--- src/lsr_pkg.sv ---
// Shared constants, types and scaling helper for the light level readout
package lsr_pkg;

   // ----------------------------------------------------------------------
   // Register map and reset values
   // ----------------------------------------------------------------------
   localparam logic [7:0] LSR_ADDR_S2_DARK_HYS = 8'h3A;
   localparam logic [7:0] LSR_ADDR_S1_RES_HI   = 8'h3B;
   localparam logic [7:0] LSR_ADDR_S1_RES_LO   = 8'h3C;
   localparam logic [7:0] LSR_ADDR_S2_RES_HI   = 8'h3D;
   localparam logic [7:0] LSR_ADDR_S2_RES_LO   = 8'h3E;
   localparam logic [7:0] LSR_RST_DARK_HYS     = 8'h00;
   localparam logic [7:0] LSR_UNMAPPED_DATA    = 8'h00;

   // ----------------------------------------------------------------------
   // Converter scaling: 8000 codes span 1000 uA, one code is 0.125 uA
   // ----------------------------------------------------------------------
   localparam int LSR_RES_W          = 13;
   localparam int LSR_FULL_SCALE_UA  = 1000;
   localparam int LSR_FULL_SCALE_CNT = 8000;
   localparam int LSR_HI_BITS        = LSR_RES_W - 8;
   // Dark fields step 0.5 uA = 4 codes, office fields step 4 uA = 32 codes
   localparam logic [2:0] LSR_DARK_SHIFT   = 3'h2;
   localparam logic [2:0] LSR_OFFICE_SHIFT = 3'h5;
   // Full dark hysteresis code 0xFF spans 127.5 uA, i.e. 1020 codes
   localparam int LSR_DARK_SPAN_CNT = 255 * 4;
   localparam int LSR_CMP_W         = 15;

   // ----------------------------------------------------------------------
   // Types
   // ----------------------------------------------------------------------
   typedef enum logic [1:0] {
      LSR_OUTDOOR,
      LSR_OFFICE,
      LSR_DARK
   } lsr_level_t;

   typedef struct packed {
      logic                 valid;
      logic [LSR_RES_W-1:0] code;
   } lsr_sample_t;

   typedef struct packed {
      logic [7:0] office_trip;
      logic [7:0] office_hys;
      logic [7:0] dark_trip;
      logic [7:0] dark_hys;
   } lsr_levels_t;

   typedef struct packed {
      lsr_level_t level;
      logic       office;
      logic       dark;
      logic       change;
   } lsr_track_t;

   typedef struct packed {
      logic [7:0]           dark_hys2;
      logic [LSR_RES_W-1:0] res1;
      logic [LSR_RES_W-1:0] res2;
      logic [7:0]           rdata;
      logic                 rvalid;
      logic                 irq;
   } lsr_top_t;

   // Level field (optionally plus hysteresis) in converter codes
   function automatic logic [LSR_CMP_W-1:0] lsr_to_codes(
      input logic [7:0] trip,
      input logic [7:0] hys,
      input logic [2:0] shift
   );
      logic [8:0] sum;
      sum = {1'b0, trip} + {1'b0, hys};
      return LSR_CMP_W'(sum) << shift;
   endfunction

endpackage

--- src/lsr_level_track.sv ---
// Per-sensor light level tracker with trip and hysteresis thresholds
`timescale 1ns/10ps
`default_nettype none

module lsr_level_track
   import lsr_pkg::*;
(
   input  wire logic        i_ref_clk,
   input  wire logic        i_arst_n,
   input  wire lsr_sample_t i_sample,
   input  wire lsr_levels_t i_levels,
   output logic             o_office_level_flag,
   output logic             o_dark_level_flag,
   output logic             o_level_change
);

   lsr_track_t             st;
   lsr_track_t             next_st;
   logic [LSR_CMP_W-1:0]   dark_in;
   logic [LSR_CMP_W-1:0]   dark_out;
   logic [LSR_CMP_W-1:0]   office_in;
   logic [LSR_CMP_W-1:0]   office_out;
   logic [LSR_CMP_W-1:0]   code;

   // ----------------------------------------------------------------------
   // Thresholds in converter codes
   // ----------------------------------------------------------------------
   always_comb begin
      code       = LSR_CMP_W'(i_sample.code);
      dark_in    = lsr_to_codes(i_levels.dark_trip, 8'h00, LSR_DARK_SHIFT);
      dark_out   = lsr_to_codes(i_levels.dark_trip, i_levels.dark_hys,
                                LSR_DARK_SHIFT);
      office_in  = lsr_to_codes(i_levels.office_trip, 8'h00,
                                LSR_OFFICE_SHIFT);
      office_out = lsr_to_codes(i_levels.office_trip, i_levels.office_hys,
                                LSR_OFFICE_SHIFT);
   end

   // ----------------------------------------------------------------------
   // Level state machine, advanced only on a new conversion
   // ----------------------------------------------------------------------
   always_comb begin
      next_st        = st;
      next_st.change = 1'b0;
      if (i_sample.valid) begin
         unique case (st.level)
            LSR_DARK: begin
               if (code > dark_out) begin
                  next_st.level  = LSR_OFFICE;
                  next_st.dark   = 1'b0;
                  next_st.change = 1'b1;
               end
            end
            LSR_OFFICE: begin
               if (code < dark_in) begin
                  next_st.level  = LSR_DARK;
                  next_st.dark   = 1'b1;
                  next_st.change = 1'b1;
               end else if (code > office_out) begin
                  next_st.level  = LSR_OUTDOOR;
                  next_st.office = 1'b0;
                  next_st.change = 1'b1;
               end
            end
            LSR_OUTDOOR: begin
               // A deep drop passes office on its way to dark
               if (code < dark_in) begin
                  next_st.level  = LSR_DARK;
                  next_st.dark   = 1'b1;
                  next_st.office = 1'b1;
                  next_st.change = 1'b1;
               end else if (code < office_in) begin
                  next_st.level  = LSR_OFFICE;
                  next_st.office = 1'b1;
                  next_st.change = 1'b1;
               end
            end
            default: begin
               next_st.level = LSR_OUTDOOR;
            end
         endcase
      end
   end

   // State register
   always_ff @(posedge i_ref_clk or negedge i_arst_n) begin
      if (!i_arst_n) begin
         st <= '{level: LSR_OUTDOOR, office: 1'b0, dark: 1'b0,
                 change: 1'b0};
      end else begin
         st <= next_st;
      end
   end

   assign o_office_level_flag = st.office;
   assign o_dark_level_flag   = st.dark;
   assign o_level_change      = st.change;

   // ----------------------------------------------------------------------
   // Assertions
   // ----------------------------------------------------------------------
   a_dark_entry: assert property (
      @(posedge i_ref_clk) disable iff (!i_arst_n)
      i_sample.valid && code < dark_in |=> st.dark && st.level == LSR_DARK)
      else $error("dark level not entered below dark trip");

   a_dark_exit: assert property (
      @(posedge i_ref_clk) disable iff (!i_arst_n)
      st.level == LSR_DARK && i_sample.valid && code > dark_out
      |=> !st.dark && st.office && st.level == LSR_OFFICE && st.change)
      else $error("dark level not left above trip plus hysteresis");

   a_office_entry: assert property (
      @(posedge i_ref_clk) disable iff (!i_arst_n)
      st.level == LSR_OUTDOOR && i_sample.valid && code < office_in
      |=> st.office && st.change)
      else $error("office level not entered below office trip");

   a_office_exit: assert property (
      @(posedge i_ref_clk) disable iff (!i_arst_n)
      st.level == LSR_OFFICE && i_sample.valid && code >= dark_in &&
      code > office_out |=> !st.office && st.level == LSR_OUTDOOR)
      else $error("office level not left above trip plus hysteresis");

   a_hold_idle: assert property (
      @(posedge i_ref_clk) disable iff (!i_arst_n)
      !i_sample.valid |=> !st.change && $stable(st.level))
      else $error("level moved without a conversion");

   c_enter_dark: cover property (
      @(posedge i_ref_clk) disable iff (!i_arst_n)
      st.level == LSR_OFFICE ##1 st.level == LSR_DARK);

   c_leave_dark: cover property (
      @(posedge i_ref_clk) disable iff (!i_arst_n)
      st.level == LSR_DARK ##1 st.level == LSR_OFFICE);

endmodule

`default_nettype wire

--- src/lsr_light_readout.sv ---
// Light sensor level readout: result registers, hysteresis, level flags
`timescale 1ns/10ps
`default_nettype none

// Operation
// Sensor 2 leaves dark above trip plus hysteresis
// Dark hysteresis spans 0 to 127.5 uA
// Result bits 12..8 in high byte, top zero
// Result bits 7..0 in low byte, read-only
// Sensor 2 result uses same two-byte layout
// Level change raises an alert to host
// One converter code is 0.125 uA
// Below dark trip enters dark, sets flag
// Office flag set below trip, cleared above
// Dark hysteresis step is 0.5 uA
module lsr_light_readout
   import lsr_pkg::*;
#(
   parameter int RES_W = LSR_RES_W
)(
   input  wire logic        i_ref_clk,
   input  wire logic        i_arst_n,
   input  wire logic [7:0]  i_reg_addr,
   input  wire logic        i_reg_wr,
   input  wire logic        i_reg_rd,
   input  wire logic [7:0]  i_reg_wdata,
   output logic [7:0]       o_reg_rdata,
   output logic             o_reg_rvalid,
   input  wire lsr_sample_t i_s1_sample,
   input  wire lsr_sample_t i_s2_sample,
   input  wire lsr_levels_t i_s1_levels,
   input  wire logic [7:0]  i_s2_office_trip,
   input  wire logic [7:0]  i_s2_office_hys,
   input  wire logic [7:0]  i_s2_dark_trip,
   output logic             o_s1_office_level_flag,
   output logic             o_s1_dark_level_flag,
   output logic             o_s2_office_level_flag,
   output logic             o_s2_dark_level_flag,
   output logic             o_level_irq
);

   // ----------------------------------------------------------------------
   // Elaboration checks
   // ----------------------------------------------------------------------
   if (RES_W != LSR_RES_W) begin : g_bad_width
      $error("result width must match the two-byte layout");
   end
   if (LSR_FULL_SCALE_CNT != LSR_FULL_SCALE_UA * 8) begin : g_bad_scale
      $error("converter scale must be 0.125 uA per code");
   end

   lsr_top_t    st;
   lsr_top_t    next_st;
   lsr_levels_t s2_levels;
   logic        s1_change;
   logic        s2_change;

   // Sensor 2 dark hysteresis comes from the local register
   always_comb begin
      s2_levels.office_trip = i_s2_office_trip;
      s2_levels.office_hys  = i_s2_office_hys;
      s2_levels.dark_trip   = i_s2_dark_trip;
      s2_levels.dark_hys    = st.dark_hys2;
   end

   // ----------------------------------------------------------------------
   // Per-sensor level trackers
   // ----------------------------------------------------------------------
   lsr_level_track u_track_s1 (
      .i_ref_clk           (i_ref_clk),
      .i_arst_n            (i_arst_n),
      .i_sample            (i_s1_sample),
      .i_levels            (i_s1_levels),
      .o_office_level_flag (o_s1_office_level_flag),
      .o_dark_level_flag   (o_s1_dark_level_flag),
      .o_level_change      (s1_change)
   );

   lsr_level_track u_track_s2 (
      .i_ref_clk           (i_ref_clk),
      .i_arst_n            (i_arst_n),
      .i_sample            (i_s2_sample),
      .i_levels            (s2_levels),
      .o_office_level_flag (o_s2_office_level_flag),
      .o_dark_level_flag   (o_s2_dark_level_flag),
      .o_level_change      (s2_change)
   );

   // ----------------------------------------------------------------------
   // Register file, result capture and alert
   // ----------------------------------------------------------------------
   always_comb begin
      next_st        = st;
      next_st.rvalid = i_reg_rd;
      // Any change on either sensor alerts the host one cycle later
      next_st.irq    = s1_change | s2_change;
      // Only the hysteresis byte is writable; all 8 bits span 127.5 uA
      if (i_reg_wr && i_reg_addr == LSR_ADDR_S2_DARK_HYS) begin
         next_st.dark_hys2 = i_reg_wdata;
      end
      // Results keep the newest conversion; writes cannot reach them
      if (i_s1_sample.valid) begin
         next_st.res1 = i_s1_sample.code;
      end
      if (i_s2_sample.valid) begin
         next_st.res2 = i_s2_sample.code;
      end
      // Read returns the stored value, before this cycle's capture
      if (i_reg_rd) begin
         unique case (i_reg_addr)
            LSR_ADDR_S2_DARK_HYS: next_st.rdata = st.dark_hys2;
            LSR_ADDR_S1_RES_HI:
               next_st.rdata = {3'h0, st.res1[RES_W-1:8]};
            LSR_ADDR_S1_RES_LO: next_st.rdata = st.res1[7:0];
            LSR_ADDR_S2_RES_HI:
               next_st.rdata = {3'h0, st.res2[RES_W-1:8]};
            LSR_ADDR_S2_RES_LO: next_st.rdata = st.res2[7:0];
            default:            next_st.rdata = LSR_UNMAPPED_DATA;
         endcase
      end
   end

   // State register
   always_ff @(posedge i_ref_clk or negedge i_arst_n) begin
      if (!i_arst_n) begin
         st <= '{dark_hys2: LSR_RST_DARK_HYS, res1: '0, res2: '0,
                 rdata: 8'h00, rvalid: 1'b0, irq: 1'b0};
      end else begin
         st <= next_st;
      end
   end

   assign o_reg_rdata  = st.rdata;
   assign o_reg_rvalid = st.rvalid;
   assign o_level_irq  = st.irq;

   // ----------------------------------------------------------------------
   // Assertions
   // ----------------------------------------------------------------------
   a_hys_write: assert property (
      @(posedge i_ref_clk) disable iff (!i_arst_n)
      i_reg_wr && i_reg_addr == LSR_ADDR_S2_DARK_HYS
      |=> st.dark_hys2 == $past(i_reg_wdata))
      else $error("dark hysteresis write not stored");

   a_hys_readback: assert property (
      @(posedge i_ref_clk) disable iff (!i_arst_n)
      i_reg_wr && i_reg_addr == LSR_ADDR_S2_DARK_HYS ##1
      !i_reg_wr ##1
      i_reg_rd && i_reg_addr == LSR_ADDR_S2_DARK_HYS && !i_reg_wr
      |=> o_reg_rdata == $past(i_reg_wdata, 3) && o_reg_rvalid)
      else $error("dark hysteresis readback wrong");

   a_high_byte: assert property (
      @(posedge i_ref_clk) disable iff (!i_arst_n)
      i_s1_sample.valid ##1
      i_reg_rd && i_reg_addr == LSR_ADDR_S1_RES_HI && !i_s1_sample.valid
      |=> o_reg_rdata == {3'h0, $past(i_s1_sample.code[12:8], 2)})
      else $error("sensor 1 high byte wrong");

   a_low_byte: assert property (
      @(posedge i_ref_clk) disable iff (!i_arst_n)
      i_s1_sample.valid ##1
      i_reg_rd && i_reg_addr == LSR_ADDR_S1_RES_LO
      |=> o_reg_rdata == $past(i_s1_sample.code[7:0], 2))
      else $error("sensor 1 low byte wrong");

   a_s2_bytes: assert property (
      @(posedge i_ref_clk) disable iff (!i_arst_n)
      i_s2_sample.valid ##1
      i_reg_rd && i_reg_addr == LSR_ADDR_S2_RES_HI
      |=> o_reg_rdata[7:5] == 3'h0 &&
          o_reg_rdata[4:0] == $past(i_s2_sample.code[12:8], 2))
      else $error("sensor 2 high byte wrong");

   a_irq_follow: assert property (
      @(posedge i_ref_clk) disable iff (!i_arst_n)
      (s1_change || s2_change) |=> o_level_irq)
      else $error("level change did not alert host");

   a_unmapped: assert property (
      @(posedge i_ref_clk) disable iff (!i_arst_n)
      i_reg_rd && (i_reg_addr < LSR_ADDR_S2_DARK_HYS ||
                   i_reg_addr > LSR_ADDR_S2_RES_LO)
      |=> o_reg_rdata == LSR_UNMAPPED_DATA)
      else $error("unmapped read not zero");

   a_read_answer: assert property (
      @(posedge i_ref_clk) disable iff (!i_arst_n)
      i_reg_rd |=> o_reg_rvalid)
      else $error("read not answered in the next cycle");

   a_no_answer: assert property (
      @(posedge i_ref_clk) disable iff (!i_arst_n)
      !i_reg_rd |=> !o_reg_rvalid)
      else $error("read answer without a read strobe");

   a_s2_low_byte: assert property (
      @(posedge i_ref_clk) disable iff (!i_arst_n)
      i_s2_sample.valid ##1
      i_reg_rd && i_reg_addr == LSR_ADDR_S2_RES_LO
      |=> o_reg_rdata == $past(i_s2_sample.code[7:0], 2))
      else $error("sensor 2 low byte wrong");

   a_result_ro: assert property (
      @(posedge i_ref_clk) disable iff (!i_arst_n)
      i_reg_wr && !i_s1_sample.valid && !i_s2_sample.valid
      |=> $stable(st.res1) && $stable(st.res2))
      else $error("write reached a read-only result");

   a_hys_hold: assert property (
      @(posedge i_ref_clk) disable iff (!i_arst_n)
      !(i_reg_wr && i_reg_addr == LSR_ADDR_S2_DARK_HYS)
      |=> $stable(st.dark_hys2))
      else $error("dark hysteresis moved without a write");

   a_irq_quiet: assert property (
      @(posedge i_ref_clk) disable iff (!i_arst_n)
      !s1_change && !s2_change |=> !o_level_irq)
      else $error("alert raised without a level change");

   c_irq: cover property (
      @(posedge i_ref_clk) disable iff (!i_arst_n)
      o_level_irq);

   c_s2_dark: cover property (
      @(posedge i_ref_clk) disable iff (!i_arst_n)
      o_s2_dark_level_flag ##[1:50] !o_s2_dark_level_flag);

   c_result_read: cover property (
      @(posedge i_ref_clk) disable iff (!i_arst_n)
      i_reg_rd && i_reg_addr == LSR_ADDR_S2_RES_LO);

endmodule

`default_nettype wire

--- config.mk ---
export PLATFORM = sky130hd
export DESIGN_NAME = lsr_light_readout
export DESIGN_NICKNAME = d
export VERILOG_FILES = /design/src/lsr_pkg.sv /design/src/lsr_level_track.sv /design/src/lsr_light_readout.sv
export SDC_FILE = /design/constraint.sdc
export NUM_CORES = 1
export LEC_CHECK = 0
export BUFFER_PORTS_ARGS = -buffer_cell sky130_fd_sc_hd__buf_2
export CAP_MARGIN = 20
export CORE_MARGIN = 2
export CORE_UTILIZATION = 55
export CTS_BUF_LIST = sky130_fd_sc_hd__clkbuf_4 sky130_fd_sc_hd__clkbuf_8 sky130_fd_sc_hd__clkbuf_16
export DETAILED_ROUTE_END_ITERATION = 12
export PLACE_DENSITY = 0.82
export SYNTH_ARGS = -nofsm -noshare
export SYNTH_HDL_FRONTEND = slang
export SYNTH_SLANG_ARGS = --single-unit
--- constraint.sdc ---
create_clock -name i_ref_clk -period 4.4 [get_ports i_ref_clk]
set_clock_uncertainty 0.2 [all_clocks]
set_input_delay 0.44 -clock i_ref_clk [delete_from_list [all_inputs] [get_ports i_ref_clk]]
set_output_delay 0.44 -clock i_ref_clk [all_outputs]
set_load 0.02 [all_outputs]
; Word level (Yosys, flattened, before mapping)
; Cells that the tools add are included.
[word_totals]
ff_bits = 54
output_inout_bits = 14
[op_classes]
eq_ne = 19
add_sub_neg = 4
bitwise = 1
muxes = 33
order_cmp = 8
n_reduce_logical = 13
[ops]
columns = op, n
row1 = $eq A8 B6 Y1 const B, 5
row2 = $pmux W8 S5, 1
row3 = $add A8 B8 Y9, 4
row4 = $gt A13 B14 Y1, 2
row5 = $gt A13 B11 Y1, 2
row6 = $lt A13 B10 Y1, 2
row7 = $lt A13 B13 Y1, 2
row8 = $pmux W2 S3, 4
row9 = $mux W3, 6
row10 = $mux W1, 14
row11 = $mux W2, 6
row12 = $ne A3 B1 Y1 const B, 4
row13 = $reduce_and A5 Y1, 2
row14 = $ne A2 B1 Y1 const B, 4
row15 = $reduce_and A4 Y1, 2
row16 = $reduce_and A3 Y1, 2
row17 = $reduce_bool A3 Y1, 2
row18 = $eq A2 B1 Y1 const B, 2
row19 = $eq A2 B2 Y1 const B, 2
row20 = $logic_not A2 Y1, 2
row21 = $ne A2 B2 Y1 const B, 2
row22 = $pmux W1 S2, 2
row23 = $reduce_bool A2 Y1, 2
row24 = $logic_and A1 B1 Y1, 1
row25 = $or A1 B1 Y1, 1

; Depth between registers and ports, before layout
[logic_depth]
word_depth = 6
ltp_mapped = 15

; Hierarchy
; Synthesis repeated with hierarchy kept, for this count alone.
[hier_totals]
cells_unflattened = 549
hier_area_um2 = 5302.6
[by_module_without_submodules]
columns = mod, instances, cells_each, area_each_um2, seq_area_each_um2
row1 = lsr_light_readout, 1, 157, 2107.0, 1101.1
row2 = lsr_level_track (u_track_s2), 1, 198, 1611.5, 125.1
row3 = lsr_level_track (u_track_s1), 1, 194, 1584.0, 125.1

; Worst setup path before layout
; No wires, ideal clock.
[synth_timing]
path_type = input to register
start = input port i_s2_dark_trip[0]
end = register u_track_s2.st (netlist bit u_track_s2.o_level_change)
t_arrival_ps = 3535
n_path_buf = 0
cell_stages = 15
path_slack_ps = 536
required_ps = 4071
path_cell_list = ha_1 > fa_1 > a21o_1 > a21oi_1 > o21bai_1 > a21oi_1 > nor2_1 > a211oi_1 > ha_1 > a2111oi_0 > o211ai_1 > o211ai_2 > or2_2 > nor2_1 > o41a_1
[synth_lines]
columns = element, line
row1 = from (decl), lsr_light_readout.sv:34  ; input wire logic [7:0] i_s2_dark_trip,
row2 = to (signal assigned), lsr_level_track.sv:88  ; st <= '{level: LSR_OUTDOOR, office: 1'b0, dark: 1'b0,
row3 = to (signal assigned), lsr_level_track.sv:91  ; st <= next_st;
row4 = to (decl), lsr_level_track.sv:17  ; lsr_track_t st;

==> parameters.txt <==
Parameter                              Value

Run status
  Run status ... finished, final reports clean

STA
  Setup repair after global routing missed its margin ... no
  Count of final setup violators ... 0
  F_max ... roughly 240 MHz
  Headroom to the max-slew limit ... 54.8%
  Post-Route Setup TNS ... 0 ns
  Time the worst path needs with I/O delays and setup ... ~4.1 ns
  Number of hold violations in the final report ... 0
  Slew Viols, Final ... 0
  Worst-case hold slack ... 0.0358 ns
  Setup WS post-layout ... between 0.2 and 0.3 ns
  Transition time at the pin with the least slew margin ... ~0.68 ns
  Final period util ... between 90% and 100%

CTS
  TritonCTS clock tree ... yes
  Cell at the root of the clock tree ... clkbuf_8
  Number of buffers on the longest clock path ... 2
  Clock sink total ... 54
  H-Tree Level Count ... 2
  Number of clock buffers inserted by TritonCTS ... 5
  Clock-pin transition on the worst setup and hold timing paths ... ~0.10 ns
  Clock latency reported for the late side of the worst-skew pair ... 0.30 ns
  Post-CTS repair timing setup buffer count ... 0

Global route
  Largest net degree at the start of global routing ... 55
  Overflow left after global routing ... 0
  Number of antenna violations at the first check in global routing ... 0
  Via count of the first global-routing pass ... 4510
  Global Route Usage Sum ... about 25%
  Global-route wire length before repair ... roughly 20 mm

Floorplanning
  Starting density of the core ... 55.7%
  Die Height ... about 100 um
  Width of the die ... 100 um
  Floorplan die area ... roughly 10000 sq um
  Core Area ... 9110 sq um
  Io pins ... 118
  Total number of placement rows ... 35

Synthesis
  Portion of the post-synthesis area used by sequential elements ... 26.6%
  Number of flops mapped to enable cells by yosys ... 0
  Unique masters post-synth ... 57
  Share of flip-flops with an asynchronous set or reset ... 100%
  Post-Syn Instances ... 540
  Largest cells by area after synthesis ... dfrtp_1 (27%), ha_1 (23%), mux2_2 (8.2%), inv_1 (3.8%), a21oi_1 (3.4%)
  Syn_area_per_cell ... about 9.4 sq um
  Yosys top cell by area ... dfrtp_1
  Yosys top cell area share ... between 20% and 30%
  Mapped cell area ... ~5100 sq um
  Synthesis warning total ... 0
  Mapped Nets ... around 740
  Count of state elements after synthesis ... 54
  Commonest register cell after synthesis ... dfrtp_1

Power and ir drop
  Pleak ... about 0.0029 uW
  Internal Power ... just over 1000 uW
  Max VDD drop ... roughly 0.00015 V
  Reported net switching power ... 604 uW
  Total power after layout ... around 1600 uW
  Sw Share ... 37.2%
  Clock Power Share ... approximately a fifth
  Part of the total power dissipated in combinational logic ... between 40% and 50%
  Power Dens Cells ... 279 nW/um^2
  Portion of total power attributed to sequential cells ... around two fifths

Finish
  Layout Nets ... 850
  Most frequent cells in the layout ... buf_2 (117), ha_1 (94), dfrtp_1 (54)
  Diodes inserted ... 0
  Fillcell total ... 745
  Share of post-route cells with drive strength above 1 ... around a quarter
  Leading cell type in the layout, fill and taps excluded ... buf_2
  Area growth from synthesis to layout ... 14.5%

Route
  Total Routed Length ... 12.7 mm
  Wire length per cell after detailed routing ... 16.7 um
  Met2 wire length ... 6.01 mm
  Number of vias per cell ... a little under 6
  Detailed-routed wire length on met3 ... around 780 um
  First drt pass iteration count ... 5
  Vias ... roughly 4500
  Uppermost metal layer occupied by signal nets ... met4
  Total routed wire length on the met1 layer ... between 5 and 6 mm
  Number of violations reported at the end of detailed-routing iteration 0 ... ~230
  Residual DRC count ... 0
  Final antenna-violating net count ... 0

Worst setup path
  Crit path kind ... flip-flop to flip-flop
  Worst path arrival time ... 4.14 ns
  Worst EP required ... around 4.4 ns
  Worst-path maximum fanout ... 3
  Category of the worst setup path capture point ... flip-flop
  Library cell contributing the largest single delay on the critical path ... a2111oi_1
  Cell-by-cell trace of the critical path ... ha_1, fa_1, a21o_1, a21oi_1, o21bai_1, a21oi_1, nor2_1, a211oi_1, ha_1, a2111oi_1, o211ai_1, o211ai_2, or2_2, nor2_1, o41a_1
  Delay of the slowest critical-path stage ... between 0.4 and 0.5 ns
  Critical path launch point type ... flip-flop

Placement
  Post-detailed-placement half-perimeter wirelength ... between 10 and 15 mm
  DP Worst Slack ... ~0.057 ns
  Count of port buffers added during placement ... around 120
  Final Wtd Congestion ... about 0.84

Hold path
  Class of the tightest hold or removal check ... input pin to asynchronous set/reset pin

Job
  Max-cap viol count ... 0
-- registers in the layout (all words and copies together), names as in the netlist --
register	count
st	26
u_track_s1.o_level_change	1
o_reg_rvalid	1
u_track_s1.o_dark_level_flag	1
s2_levels	8
o_reg_rdata	8
u_track_s1.st	2
o_level_irq	1
u_track_s1.o_office_level_flag	1
u_track_s2.st	2
u_track_s2.o_office_level_flag	1
u_track_s2.o_level_change	1
u_track_s2.o_dark_level_flag	1
-- what timing repair did --
| item | 4_1_cts | 5_1_grt |
|---|---|---|
| setup endpoints to repair | 0 | 1 |
| hold buffers | 0 | 0 |
| resized for setup | 0 | 1 |
-- stage by stage --
| step | area (sq um) | instances | utilization, % |
|---|---|---|---|
| 2_1_floorplan | 5080 | 540 | - |
| 3_3_place_gp | 5720 | 752 | 62.7 |
| 3_5_place_dp | 5720 | 752 | 62.7 |
| 4_1_cts | 5810 | 760 | 63.8 |
| 5_1_grt | 5820 | 760 | 63.8 |
| 6_report | 5820 | 760 | 63.8 |
-- power by group through the flow --
stage	Sequential (uW)	Combinational, uW	Clock [uW]
2_1_floorplan	645	456	0
3_3_place_gp	647	631	0
3_5_place_dp	653	664	0
4_1_cts	643	670	308
5_1_grt	657	753	323
6_report	646	675	303
-- area by class of cell --
cell class	count	area, sq um	area share (%)
flip-flops and latches	54	1350	23.2
multi-input cells	417	3440	59.1
clock inverters	1	8.76	0.151
repair buffers	118	593	10.2
clock buffers	7	90.1	1.55
well taps	111	139	2.39
inverters	52	195	3.36
-- critical path, delay by kind of cell, from the launching register on --
kind / cells / cell delay, ns
AO/OA/AOI/OAI: 9 / 2.23
flip-flops: 1 / 0.42
adder cells (fa/ha/maj): 3 / 0.90
AND/OR/NAND/NOR: 3 / 0.29
-- cells in the mapped netlist (5+ instances only) --
cell type / number
dfrtp_1: 54
mux2i_1: 5
nor2b_1: 9
a21oi_1: 34
ha_1: 94
inv_1: 52
o21ai_0: 23
or4_1: 5
a22oi_1: 8
nor3_1: 10
buf_4: 8
nand4_1: 8
clkbuf_1: 5
nand2b_1: 5
nand3_1: 6
o21a_1: 7
nor2_1: 31
a21o_1: 8
mux2_2: 37
nand2_1: 24
a211oi_1: 11
xnor2_1: 6
o22ai_1: 10
xor2_1: 15
-- routing by layer --
metal / up-vias / GRT usage, %
met5: - / 0
met4: 0 / 10.0
met3: 37 / 4.60
met2: 151 / 43.0
met1: 2116 / 32.1
li1: 2212 / -
-- cell families (layout without fill, tap and decap cells) --
| logic type | Yosys count | count (layout) | share of synthesized area (%) |
|---|---|---|---|
| XOR/XNOR | 21 | 21 | 3.62 |
| AO/OA/AOI/OAI | 138 | 138 | 18.2 |
| flip-flops | 54 | 54 | 26.6 |
| AND/OR/NAND/NOR | 118 | 118 | 11.9 |
| buffers and inverters | 69 | 178 | 5.69 |
| multiplexers | 42 | 42 | 9.19 |
| adder cells (fa/ha/maj) | 98 | 98 | 24.7 |
-- worst paths after layout --
kind | startpoint | to | slack [ns] | cells past startpoint
worst max-delay path | s2_levels[0] | u_track_s2.o_level_change | 0.26 | 15
worst min-delay path | i_arst_n | u_track_s2.o_dark_level_flag | 0.04 | 2
worst max register to register | s2_levels[0] | u_track_s2.o_level_change | 0.26 | 15
worst min register to register | u_track_s1.o_level_change | o_level_irq | 0.28 | 1
max in group asynchronous | i_arst_n | u_track_s1.o_dark_level_flag | 3.50 | 2
min in group i_ref_clk | i_reg_wdata[5] | s2_levels[5] | 0.15 | 2
Power figures use the tool's default switching activity.
